===== src/include/sbp_pkg.sv =====
// Shared constants, field positions and types for the serial port block
package sbp_pkg;
  localparam logic [7:0] SBP_PORT_BAUD   = 8'h78;
  localparam logic [7:0] SBP_PORT_DATA   = 8'h7C;
  localparam logic [7:0] SBP_PORT_STAT   = 8'h7D;
  localparam logic [7:0] SBP_RD_FLOAT    = 8'hFF;
  localparam logic [7:0] SBP_DIV_RESET   = 8'h0D;
  localparam logic [7:0] SBP_MODE_RESET  = 8'h00;
  localparam int         SBP_ST_TXRDY    = 0;
  localparam int         SBP_ST_RXRDY    = 1;
  localparam int         SBP_ST_TXEMPTY  = 2;
  localparam int         SBP_ST_PERR     = 3;
  localparam int         SBP_ST_OVERRUN  = 4;
  localparam int         SBP_ST_FERR     = 5;
  localparam int         SBP_ST_DSR      = 7;
  localparam int         SBP_CMD_TXEN    = 0;
  localparam int         SBP_CMD_DTR     = 1;
  localparam int         SBP_CMD_RXEN    = 2;
  localparam int         SBP_CMD_ERRRST  = 4;
  localparam int         SBP_CMD_RTS     = 5;
  localparam int         SBP_CMD_IRESET  = 6;
  localparam int         SBP_MODE_FACT   = 0;
  localparam int         SBP_MODE_LEN    = 2;
  localparam int         SBP_CH_CTRL     = 0;
  localparam int         SBP_CH_RESET    = 1;
  localparam int         SBP_CH_CONST    = 2;
  localparam logic [1:0] SBP_FACT_SYNC   = 2'h0;
  localparam logic [1:0] SBP_FACT_X1     = 2'h1;
  localparam logic [1:0] SBP_FACT_X16    = 2'h2;
  localparam logic [6:0] SBP_LEN_X1      = 7'h01;
  localparam logic [6:0] SBP_LEN_X16     = 7'h10;
  localparam logic [6:0] SBP_LEN_X64     = 7'h40;
  localparam int         SBP_FIFO_DEPTH  = 8;
  localparam int         SBP_DATA_W      = 8;

  typedef struct packed {
    logic       wr;
    logic       rd;
    logic [7:0] addr;
    logic [7:0] data;
  } sbp_io_req_s;

  typedef enum logic       {SBP_INIT_MODE, SBP_INIT_CMD} sbp_init_e;
  typedef enum logic [1:0] {SBP_SER_IDLE, SBP_SER_START, SBP_SER_DATA, SBP_SER_STOP} sbp_ser_e;
endpackage


===== src/verilog/sbp_fifo.sv =====
// Transmit holding FIFO with valid/ready on both sides
module sbp_fifo #(
  parameter int WIDTH = sbp_pkg::SBP_DATA_W,
  parameter int DEPTH = sbp_pkg::SBP_FIFO_DEPTH
) (
  input  wire logic             clk_sys,
  input  wire logic             rst_n,
  input  wire logic             ce,
  input  wire logic             inValid,
  output logic                  inReady,
  input  wire logic [WIDTH-1:0] inData,
  output logic                  outValid,
  input  wire logic             outReady,
  output logic      [WIDTH-1:0] outData
);
  import sbp_pkg::*;
  localparam int AW = $clog2(DEPTH);

  logic [WIDTH-1:0] mem [DEPTH];
  logic [AW:0]      wrPtr;
  logic [AW:0]      rdPtr;
  logic [AW:0]      count;
  wire              push = ce && inValid && inReady;
  wire              pop  = ce && outValid && outReady;

  assign count    = wrPtr - rdPtr;
  assign inReady  = count != (AW + 1)'(DEPTH);
  assign outValid = count != '0;
  assign outData  = mem[rdPtr[AW-1:0]];

  always_ff @(posedge clk_sys) begin
    if (push) begin
      mem[wrPtr[AW-1:0]] <= inData;
    end
  end

  always_ff @(posedge clk_sys or negedge rst_n) begin
    if (!rst_n) begin
      wrPtr <= '0;
      rdPtr <= '0;
    end else begin
      if (push) wrPtr <= wrPtr + 1'b1;
      if (pop)  rdPtr <= rdPtr + 1'b1;
    end
  end
endmodule


===== src/verilog/sbp_serial_port.sv =====
// Serial port: baud divider channel, transceiver and host port decode
// How it works
// - Data at the lower port, status read and mode/command write at the upper.
// - Asynchronous and synchronous operation across the 150 to 9600 baud range.
// - A divider channel makes the transceiver clock at 1, 16 or 64 times baud, per the mode factor.
// - Factor 64 for the two slowest rates, factor 16 with listed divisors otherwise.
// - Status bit 1 is receive ready, bit 0 is transmit ready.
// - Ready-input reads receive line in terminal mode, printer ready otherwise.
// - The baud clock comes from the first counter channel.
module sbp_serial_port (
  input  wire sbp_pkg::sbp_io_req_s ioReq,
  input  wire logic                clk_sys,
  input  wire logic                rst_n,
  input  wire logic                ce,
  input  wire logic                rxd,
  input  wire logic                ctsN,
  input  wire logic                printerMode,
  input  wire logic                printerReady,
  input  wire logic                modem_receive_clock,
  input  wire logic                modem_transmit_clock,
  output logic [7:0]               ioRdata,
  output logic                     txd,
  output logic                     rtsN,
  output logic                     dtrN
);
  import sbp_pkg::*;

  // Divider channel state
  logic [7:0] baudDiv;
  logic [7:0] baudCnt;
  logic       baudRun;
  logic       expectConst;
  logic       baudTick;

  // Transceiver configuration
  sbp_init_e  initSt;
  logic [7:0] mode;
  logic [7:0] cmd;

  // Receiver
  sbp_ser_e   rxSt;
  logic [6:0] rxCnt;
  logic [2:0] rxBit;
  logic [7:0] rxShift;
  logic [7:0] rxData;
  logic       rxRdy;
  logic       overrun;
  logic       frameErr;

  // Transmitter
  sbp_ser_e   txSt;
  logic [6:0] txCnt;
  logic [2:0] txBit;
  logic [7:0] txShift;
  logic       fifoInReady;
  logic       fifoOutValid;
  logic [7:0] fifoOutData;

  // Previous modem clock levels for edge detection
  logic       mrxPrev;
  logic       mtxPrev;

  wire       wrBaud    = ce && ioReq.wr && ioReq.addr == SBP_PORT_BAUD;
  wire       wrData    = ce && ioReq.wr && ioReq.addr == SBP_PORT_DATA;
  wire       wrStat    = ce && ioReq.wr && ioReq.addr == SBP_PORT_STAT;
  wire       rdData    = ce && ioReq.rd && ioReq.addr == SBP_PORT_DATA;
  wire       rdStat    = ce && ioReq.rd && ioReq.addr == SBP_PORT_STAT;
  wire       rdBaud    = ce && ioReq.rd && ioReq.addr == SBP_PORT_BAUD;
  wire [1:0] factor    = mode[SBP_MODE_FACT +: 2];
  wire [1:0] lenCode   = mode[SBP_MODE_LEN +: 2];
  wire       syncMode  = factor == SBP_FACT_SYNC;
  // Modem clocks replace the divider in synchronous mode
  wire       rxTick    = ce && (syncMode ? (modem_receive_clock && !mrxPrev) : baudTick);
  wire       txTick    = ce && (syncMode ? (modem_transmit_clock && !mtxPrev) : baudTick);
  // Ticks per bit from the mode factor; 64 gives the slow rates headroom
  wire [6:0] bitLen    = (syncMode || factor == SBP_FACT_X1) ? SBP_LEN_X1 :
                         (factor == SBP_FACT_X16) ? SBP_LEN_X16 : SBP_LEN_X64;
  wire [6:0] halfLen   = bitLen >> 1;
  wire [2:0] lastBit   = {1'b1, lenCode};
  wire       dsrLevel  = printerMode ? printerReady : rxd;
  wire       txRdy     = fifoInReady;
  wire       txEmpty   = txSt == SBP_SER_IDLE && !fifoOutValid;
  wire       rxDone    = rxTick && rxSt == SBP_SER_STOP && rxCnt == '0;
  wire       errClr    = wrStat && initSt == SBP_INIT_CMD && ioReq.data[SBP_CMD_ERRRST];
  // Load on a tick so the start bit lasts a full bit time, even at factor 1
  wire       txLoad    = txTick && txSt == SBP_SER_IDLE && cmd[SBP_CMD_TXEN] && !ctsN && fifoOutValid;
  wire [7:0] status    = {dsrLevel, 1'b0, frameErr, overrun, 1'b0, txEmpty, rxRdy, txRdy};
  wire [7:0] next_rd   = rdData ? rxData : rdStat ? status : rdBaud ? baudCnt : SBP_RD_FLOAT;

  assign baudTick = ce && baudRun && baudCnt == 8'h01;

  // Divider channel: control word, then constant; reloads at terminal count
  always_ff @(posedge clk_sys or negedge rst_n) begin
    if (!rst_n) begin
      baudDiv     <= SBP_DIV_RESET;
      baudCnt     <= SBP_DIV_RESET;
      baudRun     <= 1'b0;
      expectConst <= 1'b0;
    end else if (wrBaud && expectConst) begin
      baudDiv     <= ioReq.data;
      baudCnt     <= ioReq.data;
      baudRun     <= 1'b1;
      expectConst <= 1'b0;
    end else if (wrBaud && ioReq.data[SBP_CH_CTRL]) begin
      expectConst <= ioReq.data[SBP_CH_CONST];
      baudRun     <= baudRun && !ioReq.data[SBP_CH_RESET];
    end else if (baudTick) begin
      baudCnt     <= baudDiv;
    end else if (ce && baudRun) begin
      baudCnt     <= baudCnt - 8'h01;
    end
  end

  // Mode byte first after reset, command bytes after that
  always_ff @(posedge clk_sys or negedge rst_n) begin
    if (!rst_n) begin
      initSt <= SBP_INIT_MODE;
      mode   <= SBP_MODE_RESET;
      cmd    <= '0;
      rtsN   <= 1'b1;
      dtrN   <= 1'b1;
    end else if (wrStat && initSt == SBP_INIT_MODE) begin
      mode   <= ioReq.data;
      initSt <= SBP_INIT_CMD;
    end else if (wrStat) begin
      cmd    <= ioReq.data[SBP_CMD_IRESET] ? '0 : ioReq.data;
      initSt <= ioReq.data[SBP_CMD_IRESET] ? SBP_INIT_MODE : SBP_INIT_CMD;
      rtsN   <= ioReq.data[SBP_CMD_IRESET] || !ioReq.data[SBP_CMD_RTS];
      dtrN   <= ioReq.data[SBP_CMD_IRESET] || !ioReq.data[SBP_CMD_DTR];
    end
  end

  always_ff @(posedge clk_sys or negedge rst_n) begin
    if (!rst_n) begin
      ioRdata <= SBP_RD_FLOAT;
      mrxPrev <= 1'b0;
      mtxPrev <= 1'b0;
    end else if (ce) begin
      ioRdata <= (ioReq.rd) ? next_rd : ioRdata;
      mrxPrev <= modem_receive_clock;
      mtxPrev <= modem_transmit_clock;
    end
  end

  // Receiver: start bit checked at mid point at factors 16 and 64, a whole bit after detection at factor 1 and in sync; then one sample per bit time
  always_ff @(posedge clk_sys or negedge rst_n) begin
    if (!rst_n) begin
      rxSt    <= SBP_SER_IDLE;
      rxCnt   <= '0;
      rxBit   <= '0;
      rxShift <= '0;
    end else if (rxTick) begin
      unique case (rxSt)
        SBP_SER_IDLE: begin
          if (cmd[SBP_CMD_RXEN] && !rxd) begin
            rxSt  <= SBP_SER_START;
            rxCnt <= halfLen;
          end
        end
        SBP_SER_START: begin
          if (rxCnt != '0) begin
            rxCnt <= rxCnt - 7'h01;
          end else begin
            rxSt  <= rxd ? SBP_SER_IDLE : SBP_SER_DATA;
            rxCnt <= bitLen - 7'h01;
            rxBit <= '0;
          end
        end
        SBP_SER_DATA: begin
          if (rxCnt != '0) begin
            rxCnt <= rxCnt - 7'h01;
          end else begin
            rxShift <= {rxd, rxShift[7:1]};
            rxCnt   <= bitLen - 7'h01;
            rxBit   <= rxBit + 3'h1;
            rxSt    <= (rxBit == lastBit) ? SBP_SER_STOP : SBP_SER_DATA;
          end
        end
        SBP_SER_STOP: begin
          if (rxCnt != '0) rxCnt <= rxCnt - 7'h01;
          else rxSt <= SBP_SER_IDLE;
        end
      endcase
    end
  end

  // Receive flags: a completed character wins over a clearing read
  always_ff @(posedge clk_sys or negedge rst_n) begin
    if (!rst_n) begin
      rxData   <= '0;
      rxRdy    <= 1'b0;
      overrun  <= 1'b0;
      frameErr <= 1'b0;
    end else begin
      if (rxDone) rxData <= rxShift >> (2'h3 - lenCode);
      rxRdy    <= rxDone || (rxRdy && !rdData);
      overrun  <= (rxDone && rxRdy && !rdData) || (overrun && !errClr);
      frameErr <= (rxDone && !rxd) || (frameErr && !errClr);
    end
  end

  // Transmitter: start, data bits LSB first, one stop bit
  always_ff @(posedge clk_sys or negedge rst_n) begin
    if (!rst_n) begin
      txSt    <= SBP_SER_IDLE;
      txCnt   <= '0;
      txBit   <= '0;
      txShift <= '0;
      txd     <= 1'b1;
    end else if (txLoad) begin
      txSt    <= SBP_SER_START;
      txShift <= fifoOutData;
      txCnt   <= bitLen - 7'h01;
      txd     <= 1'b0;
    end else if (txTick && txSt != SBP_SER_IDLE) begin
      if (txCnt != '0) begin
        txCnt <= txCnt - 7'h01;
      end else begin
        txCnt <= bitLen - 7'h01;
        unique case (txSt)
          SBP_SER_START: begin
            txSt    <= SBP_SER_DATA;
            txd     <= txShift[0];
            txShift <= txShift >> 1;
            txBit   <= '0;
          end
          SBP_SER_DATA: begin
            txSt    <= (txBit == lastBit) ? SBP_SER_STOP : SBP_SER_DATA;
            txd     <= (txBit == lastBit) ? 1'b1 : txShift[0];
            txShift <= txShift >> 1;
            txBit   <= txBit + 3'h1;
          end
          SBP_SER_STOP: begin
            txSt <= SBP_SER_IDLE;
          end
          SBP_SER_IDLE: begin
            txSt <= SBP_SER_IDLE;
          end
        endcase
      end
    end
  end

  // Host writes to a full FIFO are dropped; the transmit ready bit shows it is full
  sbp_fifo #(
    .WIDTH (SBP_DATA_W),
    .DEPTH (SBP_FIFO_DEPTH)
  ) u_txFifo (
    .clk_sys  (clk_sys),
    .rst_n    (rst_n),
    .ce       (ce),
    .inValid  (wrData),
    .inReady  (fifoInReady),
    .inData   (ioReq.data),
    .outValid (fifoOutValid),
    .outReady (txLoad),
    .outData  (fifoOutData)
  );
endmodule

===== config.mk =====
export PLATFORM = sky130hd
export DESIGN_NAME = sbp_serial_port
export DESIGN_NICKNAME = d
export VERILOG_FILES = /design/src/include/sbp_pkg.sv /design/src/verilog/sbp_fifo.sv /design/src/verilog/sbp_serial_port.sv
export SDC_FILE = /design/constraint.sdc
export NUM_CORES = 1
export LEC_CHECK = 0
export BUFFER_PORTS_ARGS = -buffer_cell sky130_fd_sc_hd__buf_4
export CAP_MARGIN = 20
export CORE_AREA = 8 8 119 121
export DETAILED_ROUTE_END_ITERATION = 6
export DIE_AREA = 0 0 127 129
export PLACE_DENSITY = 0.83
export SETUP_SLACK_MARGIN = 0.15
export SLEW_MARGIN = 20
export SYNTH_ARGS = -nofsm -noshare
export SYNTH_HDL_FRONTEND = slang
export SYNTH_SLANG_ARGS = --single-unit

===== constraint.sdc =====
create_clock -name clk_sys -period 6.5 [get_ports clk_sys]
set_input_delay 1.3 -clock clk_sys [delete_from_list [all_inputs] [get_ports clk_sys]]
set_output_delay 1.3 -clock clk_sys [all_outputs]
set_load 0.02 [all_outputs]

# [After elaboration in Yosys (flattened, before gate mapping)]
# Memories as Yosys holds them, arrays and structs flattened.
# Cells that the tools add are included.
# W data, S select, Z words.
[totals] regBits=98 elab_cells=204 mem_bits_ro=0 in_bits=27 latch_bits=0 ram_bits=64 n_memories=1 out_inout_bits=11
[classes] mux=54 n_shift=1 add_sub_neg=10 reduce_logical=84 div=0 n_mul=0 bitwise=5 magnitude_cmp=0 eq_ne=22
[mem_list] name="u_txFifo.mem" words=8 width=8 read_ports=1 rd_ports_with_merged_regs=0 write_ports=1 line="sbp_fifo.sv:19" source="logic [WIDTH-1:0] mem [DEPTH];"
[ops] op="$mux W8" n=11
[ops] op="$mux W7" n=8
[ops] op="$logic_and A1 B1 Y1" n=39
[ops] op="$eq A8 B7 Y1 const B" n=3
[ops] op="$pmux W7 S3" n=1
[ops] op="$sub A7 B1 Y7 const B" n=3
[ops] op="$mux W1" n=18
[ops] op="$mux W2" n=8
[ops] op="$reduce_bool A2 Y1" n=7
[ops] op="$reduce_bool A7 Y1" n=2
[ops] op="$pmux W3 S2" n=2
[ops] op="$reduce_and A3 Y1" n=4
[ops] op="$eq A2 B2 Y1 const B" n=5
[ops] op="$ne A2 B2 Y1 const B" n=5
[ops] op="$logic_not A1 Y1" n=9
[ops] op="$mux W3" n=3
[ops] op="$add A4 B1 Y4 const B" n=2
[ops] op="$eq A8 B1 Y1 const B" n=1
[ops] op="$pmux W2 S4" n=1
[ops] op="$reduce_and A2 Y1" n=4
[ops] op="$reduce_and A4 Y1" n=2
[ops] op="$shr A8 B2 Y8" n=1
[ops] op="$sub A8 B1 Y8 const B" n=1
[ops] op="$logic_not A7 Y1" n=1
[ops] op="other kinds (16)" n=35

# [Logic depth before layout (Yosys ltp)]
# Gate-level depths: netlist of run 1.
[depth] ltp_word=10 depth_mapped=11 ltp_nobuf=8

# [Hierarchy]
# A second synthesis of run 1 with hierarchy kept.
[hier_totals] cells_unflattened=713 hier_area_um2=8056.5
[by_module_without_submodules] mod="sbp_serial_port" seq_area_each_um2=2248.4 n_inst=1 area_each_um2=4996.0 cells_per_inst=540
[by_module_without_submodules] mod="sbp_fifo" seq_area_each_um2=2122.0 n_inst=1 area_each_um2=3060.4 cells_per_inst=173

# [Worst setup path after synthesis of run 1]
# No wires, ideal clock.
[synth_path] kind="in2reg" from="input port ioReq[15] (netlist bit)" to="memory u_txFifo.mem[0][0] (netlist bit) (enable)" n_path_buf=0 t_arrival_ps=3081 setup_ps=383 path_stages=5 required_ps=6117 path_slack_ps=3036 cell_sequence="nand4b_1 -> or3_1 -> a211oi_2 -> nand2b_1 -> nor3_1"
[synth_via] elab_chain_cells=6
[synth_lines] item="start, declared" line="sbp_serial_port.sv:11" source="input wire sbp_pkg::sbp_io_req_s ioReq,"
[synth_lines] item="$eq A8 B7 Y1" line="sbp_serial_port.sv:64" source="wire wrData = ce && ioReq.wr && ioReq.addr == SBP_PORT_DATA;"
[synth_lines] item="$logic_and A1 B1 Y1" line="sbp_serial_port.sv:64"
[synth_lines] item="$logic_and A1 B1 Y1 (2 in series)" line="sbp_fifo.sv:23" source="wire push = ce && inValid && inReady;"
[synth_lines] item="$mux W1" line="sbp_fifo.sv:32" source="if (push) begin"
[synth_lines] item="$mux W1 (implied by the code)" line="sbp_fifo.sv:33" source="mem[wrPtr[AW-1:0]] <= inData;"
[synth_lines] item="end, declared" line="sbp_fifo.sv:19"
# No other way between the ends.

# [Worst setup path in the final report of run 1]
[layout_path] from="register u_txFifo.rdPtr[1]" to="memory u_txFifo.mem[4][0] (netlist bit) (enable)"
[layout_via] elab_chain_cells=5
[layout_lines] item="start, declared" line="sbp_fifo.sv:21" source="logic [AW:0] rdPtr;"
[layout_lines] item="start signal, assigned" line="sbp_fifo.sv:43" source="if (pop) rdPtr <= rdPtr + 1'b1;"
[layout_lines] item="$sub A4 B4 Y4" line="sbp_fifo.sv:26" source="assign count = wrPtr - rdPtr;"
[layout_lines] item="$ne A4 B4 Y1" line="sbp_fifo.sv:27" source="assign inReady = count != (AW + 1)'(DEPTH);"
[layout_lines] item="$logic_and A1 B1 Y1" line="sbp_fifo.sv:23"
[layout_lines] item="$mux W1" line="sbp_fifo.sv:32"
[layout_lines] item="$mux W1 (implied by the code)" line="sbp_fifo.sv:33"
# No other way between the ends.

==> results of run 1 <==
==> critical path: stages, from the launching register on <==
cell,delay (ps)
dfrtp_1,850
inv_1,150
ha_1,260
a21oi_1,210
nand3_1,170
and2_1,220
a211oi_2,440
nand2_1,160
nor3_1,820
==> state kept, by name (all words and copies together) (netlist names), 2 cells and up, named ones only <==
name,cells
rxBit,3
txBit,3
rxShift,8
txCnt,7
u_txFifo.rdPtr,4
rxCnt,7
txSt,2
txShift,8
u_txFifo.wrPtr,4
mode,4
baudCnt,8
u_txFifo.mem,64
baudDiv,8
cmd,2
rxData,8
ioRdata,8
==> placed cells by master, fill, tap and decap left out, drive strengths merged, types with 5 or more instances in the layout <==
cell type  netlist  layout
dfrtp           80      80
nand2           77      77
edfxtp          64      64
o21ai           55      55
nor2            41      41
buf             11      38
inv             29      37
a21oi           33      33
mux2            26      26
ha              18      18
clkbuf          16      18
dfstp           17      17
mux4            16      16
nor3            16      16
nand3           14      14
a211oi          12      12
mux2i           11      11
xnor2           10      10
nand2b          10      10
nor2b            9       9
xor2             6       6
or3              6       6
and2             5       5
o22ai            5       5
o221a            5       5
nand4            5       5
==> path summary, 6_finish.rpt <==
path                       depth (start not counted)         startpoint                 end
setup reg to reg                                   8  u_txFifo.rdPtr[1]  u_txFifo.mem[4][0]
hold / removal                                     2         baudDiv[0]          baudDiv[0]
hold reg to reg                                    2         baudDiv[0]          baudDiv[0]
min in group asynchronous                          1              rst_n             txSt[0]
setup / recovery                                   8  u_txFifo.rdPtr[1]  u_txFifo.mem[4][0]
max in group asynchronous                          2              rst_n   u_txFifo.rdPtr[0]
==> report_power, final <==
| group | internal [uW] | leakage [uW] | switching, uW |
|---|---|---|---|
| clock network | 588 | 0.000304 | 449 |
| logic | 90.1 | 0.00156 | 116 |
| registers | 1090 | 0.00180 | 33.9 |
| total | 1770 | 0.00366 | 599 |
==> cell type report <==
cell class | count | area (sq um) | share of cell area [%]
Sequential cell | 161 | 4370 | 49.7
Tap cell | 150 | 188 | 2.13
Multi-Input combinational cell | 447 | 3220 | 36.6
Clock buffer | 18 | 429 | 4.88
Inverter | 29 | 109 | 1.24
Clock inverter | 14 | 188 | 2.13
Timing Repair Buffer | 38 | 285 | 3.24
==> metal layers <==
layer | up-vias | track usage [%] | wire [microns]
li1 | 2505 | - | -
met1 | 2689 | 27.5 | 7150
met2 | 206 | 36.2 | 8370
met3 | 26 | 5.46 | 962
met4 | 0 | 8.47 | 296
met5 | - | 0 | 0
==> through the flow <==
stage	instance area [sq um]	instances	total power, uW
2_1_floorplan	7820	664	1270
3_3_place_gp	8170	825	1340
3_5_place_dp	8170	825	1350
4_1_cts	8790	857	2380
5_1_grt	8790	857	2450
6_report	8790	857	2370
==> kinds of logic (layout without fill, tap and decap cells) <==
| group | count (synthesis) | after routing | share of synthesized area, % |
|---|---|---|---|
| simple gates | 206 | 206 | 13.6 |
| flops | 161 | 161 | 55.9 |
| compound gates | 154 | 154 | 13.1 |
| buf+inv | 56 | 99 | 2.93 |
| mux | 53 | 53 | 9.76 |
| fa+ha+maj | 18 | 18 | 2.88 |
| xor+xnor | 16 | 16 | 1.79 |
==> results_dict.tcl, run 1 <==
set metrics [dict create \
    crit_required_ps 6550 \
    die_w_microns 127 \
    grt_usage_pct 22.0 \
    pre_cts_ws_ps 2470 \
    synth.ff_latch_count 161 \
    vias_per_cell 6.33 \
    finalCriticalPeriod_ps 3650 \
    syn_area_sq_um 7820 \
    synth_edf_count 64 \
    n_antenna_cell 0 \
    setup_ws_ps 2850 \
    layout_worst_path_cycle_share_pct 56.2 \
    antenna_found_initial 0 \
    layout-drive-gt1-share_pct 22.2 \
    grt_overflow_total 0 \
    cts_sinks 161 \
    cts_root_buf "clkbuf_16" \
    wirelength_microns 16800 \
    htreeDepth 4 \
    rsz0062_at_grt "false" \
    core_sq_um 12300 \
    syn_avg_cell_area_sq_um 11.8 \
    dpl.hpwl_microns 11300 \
    hold_viol_final 0 \
    setup_viol 0 \
    max-vdd-ir-drop_mv 0.246 \
    drtPass1Iterations 5 \
    numPortBuffers 37 \
    syn_nets 709 \
    slew_headroom_pct 29.7 \
    maxCapViolCount 0 \
    end_kind "register" \
    numCtsBuffers 17 \
    areaGrowthSynthToFinish_pct 12.5 \
    final_max_slew_viol_count 0 \
    final.setup.tns_ps 0 \
    postCtsSetupRepairBufs 0 \
    cellPowerDensity_nw_per_um2 269 \
    cts_tree "yes" \
    synth_area_leaders "dfrtp_1, edfxtp_1, dfstp_2" \
    postSynth.asyncResetShare_pct 60.2 \
    rows 41 \
    synth_cells 664 \
    finClkSkew_ps 9.38 \
    drc 0 \
    synth_most_common_cell "dfrtp_1" \
    io_pins 38 \
    drtAntennaViolNets 0 \
    synth_area_leader_cell "dfrtp_1" \
    p_leak_uw 0.00366 \
    run_status "finished clean" \
    ys_types 76 \
    detail_route.wl_per_cell_microns 19.6 \
    fillers 805 \
    vias 5426 \
    ys_warn_count 0 \
    worst_pin_slew_ps 1050 \
    place_congestion 0.878 \
    yosysTopAreaCellShare_pct 25.6 \
    fin_hold_ws_ps 464 \
    grt_max_degree 72 \
    fin_util_pct 71.4 \
    cts.clk_slew.worst_paths_ps 70 \
    rrSetupSlack_ps 2850 \
    hold_buffers 0 \
    crit_path_max_fanout 19 \
    hold_class "reg -> reg" \
    cts-resized-gates 0 \
    nets 739 \
    cp-start-kind "register" \
    grt_pass1_vias 5528 \
    yosysSeqAreaShare_pct 55.9 \
    drt_iter0_drc 548 \
    crit_type "reg -> reg" \
    start_util_pct 63.5 \
    clock_path_buffers 2 \
    fmax_mhz 274 \
    dieArea_sq_um 16400 \
    ys_top_cells_by_count "dfrtp_1, nand2_1, edfxtp_1, o21ai_0, nor2_1" \
    grt_pass1_wl_microns 28000 \
    die_h_microns 129 \
    ys.flop_type "dfrtp_1" \
    clk_latency_ps 430 \
    crit_arrival_ps 3710 \
]
(Power assumes the default switching activity.)
==> inputs of run 2 (changes only) <==
--- a/config.mk
+++ b/config.mk
@@ -7,10 +7,10 @@
 export LEC_CHECK = 0
 export BUFFER_PORTS_ARGS = -buffer_cell sky130_fd_sc_hd__buf_4
 export CAP_MARGIN = 20
-export CORE_AREA = 8 8 119 121
+export CORE_AREA = 8 8 129 131
 export DETAILED_ROUTE_END_ITERATION = 6
-export DIE_AREA = 0 0 127 129
-export PLACE_DENSITY = 0.83
+export DIE_AREA = 0 0 137 139
+export PLACE_DENSITY = 0.74
 export SETUP_SLACK_MARGIN = 0.15
 export SLEW_MARGIN = 20
 export SYNTH_ARGS = -nofsm -noshare
==> constraint.sdc (replaced) <==
create_clock -name clk_sys -period 3.3 [get_ports clk_sys]
set_input_delay 0.66 -clock clk_sys [delete_from_list [all_inputs] [get_ports clk_sys]]
set_output_delay 0.66 -clock clk_sys [all_outputs]
set_load 0.02 [all_outputs]
==> run 2 against run 1 <==
Net effect: register-to-register slack worse by 2400 ps; hold slack worse by 170 ps; setup slack worse by 2400 ps; combinational power is 100% higher; critical path type unchanged; largest cell class unchanged; largest power group unchanged.
==> results_dict.tcl, run 2 (synthesis gave the netlist of run 1 again) <==
set metrics [dict create \
    run_status "finished clean" \
    p_leak_uw 0.00373 \
    numCtsBuffers 17 \
    place_congestion 0.902 \
    postCtsSetupRepairBufs 0 \
    dpl.hpwl_microns 11900 \
    grt_overflow_total 0 \
    crit_chain "inv_2 > ha_1 > a21oi_1 > nand3_1 > and2_1 > a211oi_2 > nand2_1 > nor3_2" \
    rows 45 \
    grt_usage_pct 18.9 \
    hold_viol_final 0 \
    die_h_microns 139 \
    power_frac_seq_pct 48.4 \
    cts_sinks 161 \
    drt_iter0_drc 477 \
    crit_path_max_fanout 9 \
    gr-usage-met2_pct 29.7 \
    vias 5425 \
    hold_class "in -> async" \
    worst_pin_slew_ps 732 \
    hold_buffers 0 \
    p_sw_share_pct 26.9 \
    grt_pass1_wl_microns 28300 \
    top_usage_layer "met2" \
    fmax_mhz 349 \
    stdcell_count 910 \
    total_power_uw 4580 \
    internal_power_uw 3350 \
    power.share.combinational_pct 9.1 \
    crit_arrival_ps 2930 \
    n_antenna_cell 0 \
    cellPowerDensity_nw_per_um2 512 \
    vias_per_cell 5.96 \
    drtAntennaViolNets 0 \
    cts.clk_slew.worst_paths_ps 70 \
    areaGrowthSynthToFinish_pct 14.4 \
    p_clk_share_pct 42.5 \
    layout_commonest_cell "dfrtp_1" \
    layout_worst_path_cycle_share_pct 86.8 \
    slowest_delay_ps 490 \
    grt_max_degree 57 \
    path_buf_inv 1 \
    fillers 1159 \
    grt_pass1_vias 5485 \
    nets 754 \
    dp.cells 878 \
    numPortBuffers 37 \
    antenna_found_initial 0 \
    grt_util_met1_pct 25.7 \
    max-vdd-ir-drop_mv 0.375 \
    setup_viol 0 \
    rsz0062_at_grt "false" \
    setup_ws_ps 436 \
    cp-start-kind "register" \
    drtPass1Iterations 5 \
    detail_route.wl_per_cell_microns 19.0 \
    clk_latency_ps 430 \
    layout-drive-gt1-share_pct 24.0 \
    largest_register_ffs 64 \
    pre_cts_ws_ps 455 \
    crit_type "reg -> reg" \
    maxCapViolCount 0 \
    finalCriticalPeriod_ps 2860 \
    crit_required_ps 3370 \
    die_w_microns 137 \
    htreeDepth 4 \
    slew_headroom_pct 51.2 \
    finClkSkew_ps 12.3 \
    mostFrequentLayoutCells "dfrtp_1, nand2_1, edfxtp_1, o21ai_0, buf_4" \
    final.setup.tns_ps 0 \
    cts_root_buf "clkbuf_16" \
    wirelength_microns 17200 \
    clock_path_buffers 2 \
    dieArea_sq_um 19000 \
    grt_util_met3_pct 3.37 \
    switching_power_uw 1230 \
    drc 0 \
    end_kind "register" \
    final_max_slew_viol_count 0 \
    cp_slowest_cell "dfrtp_1" \
    start_util_pct 53.0 \
    io_pins 38 \
    cts-resized-gates 0 \
    cts_tree "yes" \
    core_sq_um 14800 \
    fin_util_pct 60.6 \
    crit_family "simple AND/OR/NAND/NOR gates" \
]
==> run 2: cell types whose count changed in the layout (fill, tap and decap cells not counted), sizes merged <==
cell    change
bufinv      -2
clkinv      +2
buf        +15
clkbuf      -1
inv         +1
==> run 2: power groups by stage <==
stage	combinational, uW	clock (uW)	sequential (uW)
finish	416	1950	2220
detailed placement	416	0	2250
global route	467	2060	2230
global placement	395	0	2250
CTS	419	1970	2210
floorplan	270	0	2240
==> run 2: cell type report <==
cell class | count | area [sq um] | share of cell area, %
clock inverters | 15 | 163 | 1.82
repair buffers | 53 | 410 | 4.59
inverters | 29 | 109 | 1.22
clock buffers | 17 | 425 | 4.76
multi-input cells | 447 | 3230 | 36.1
well taps | 188 | 235 | 2.63
flip-flops and latches | 161 | 4370 | 48.9
==> run 2: routing by layer <==
layer	vias up	wire length [microns]
met5	-	0
met4	0	344
met3	25	761
met2	143	8360
met1	2717	7780
li1	2540	-
==> run 2: worst paths after layout <==
check,cells after the start,to,slack (ps),start
min,1,txBit[2],290,rst_n
max reg2reg,8,u_txFifo.mem[4][0],440,u_txFifo.rdPtr[2]
max,8,u_txFifo.mem[4][0],440,u_txFifo.rdPtr[2]
max in group asynchronous,2,baudCnt[2],2250,rst_n
min in group clk_sys,2,frameErr,460,rxd
min reg2reg,2,baudDiv[0],460,baudDiv[0]
==> run 2: stage by stage <==
stage / instance area (sq um) / hold WS [ps]
after floorplan: 7830 / 364
after global placement: 8350 / 448
after detailed placement: 8350 / 455
after CTS: 8940 / 318
after global routing: 8940 / 347
final: 8940 / 289
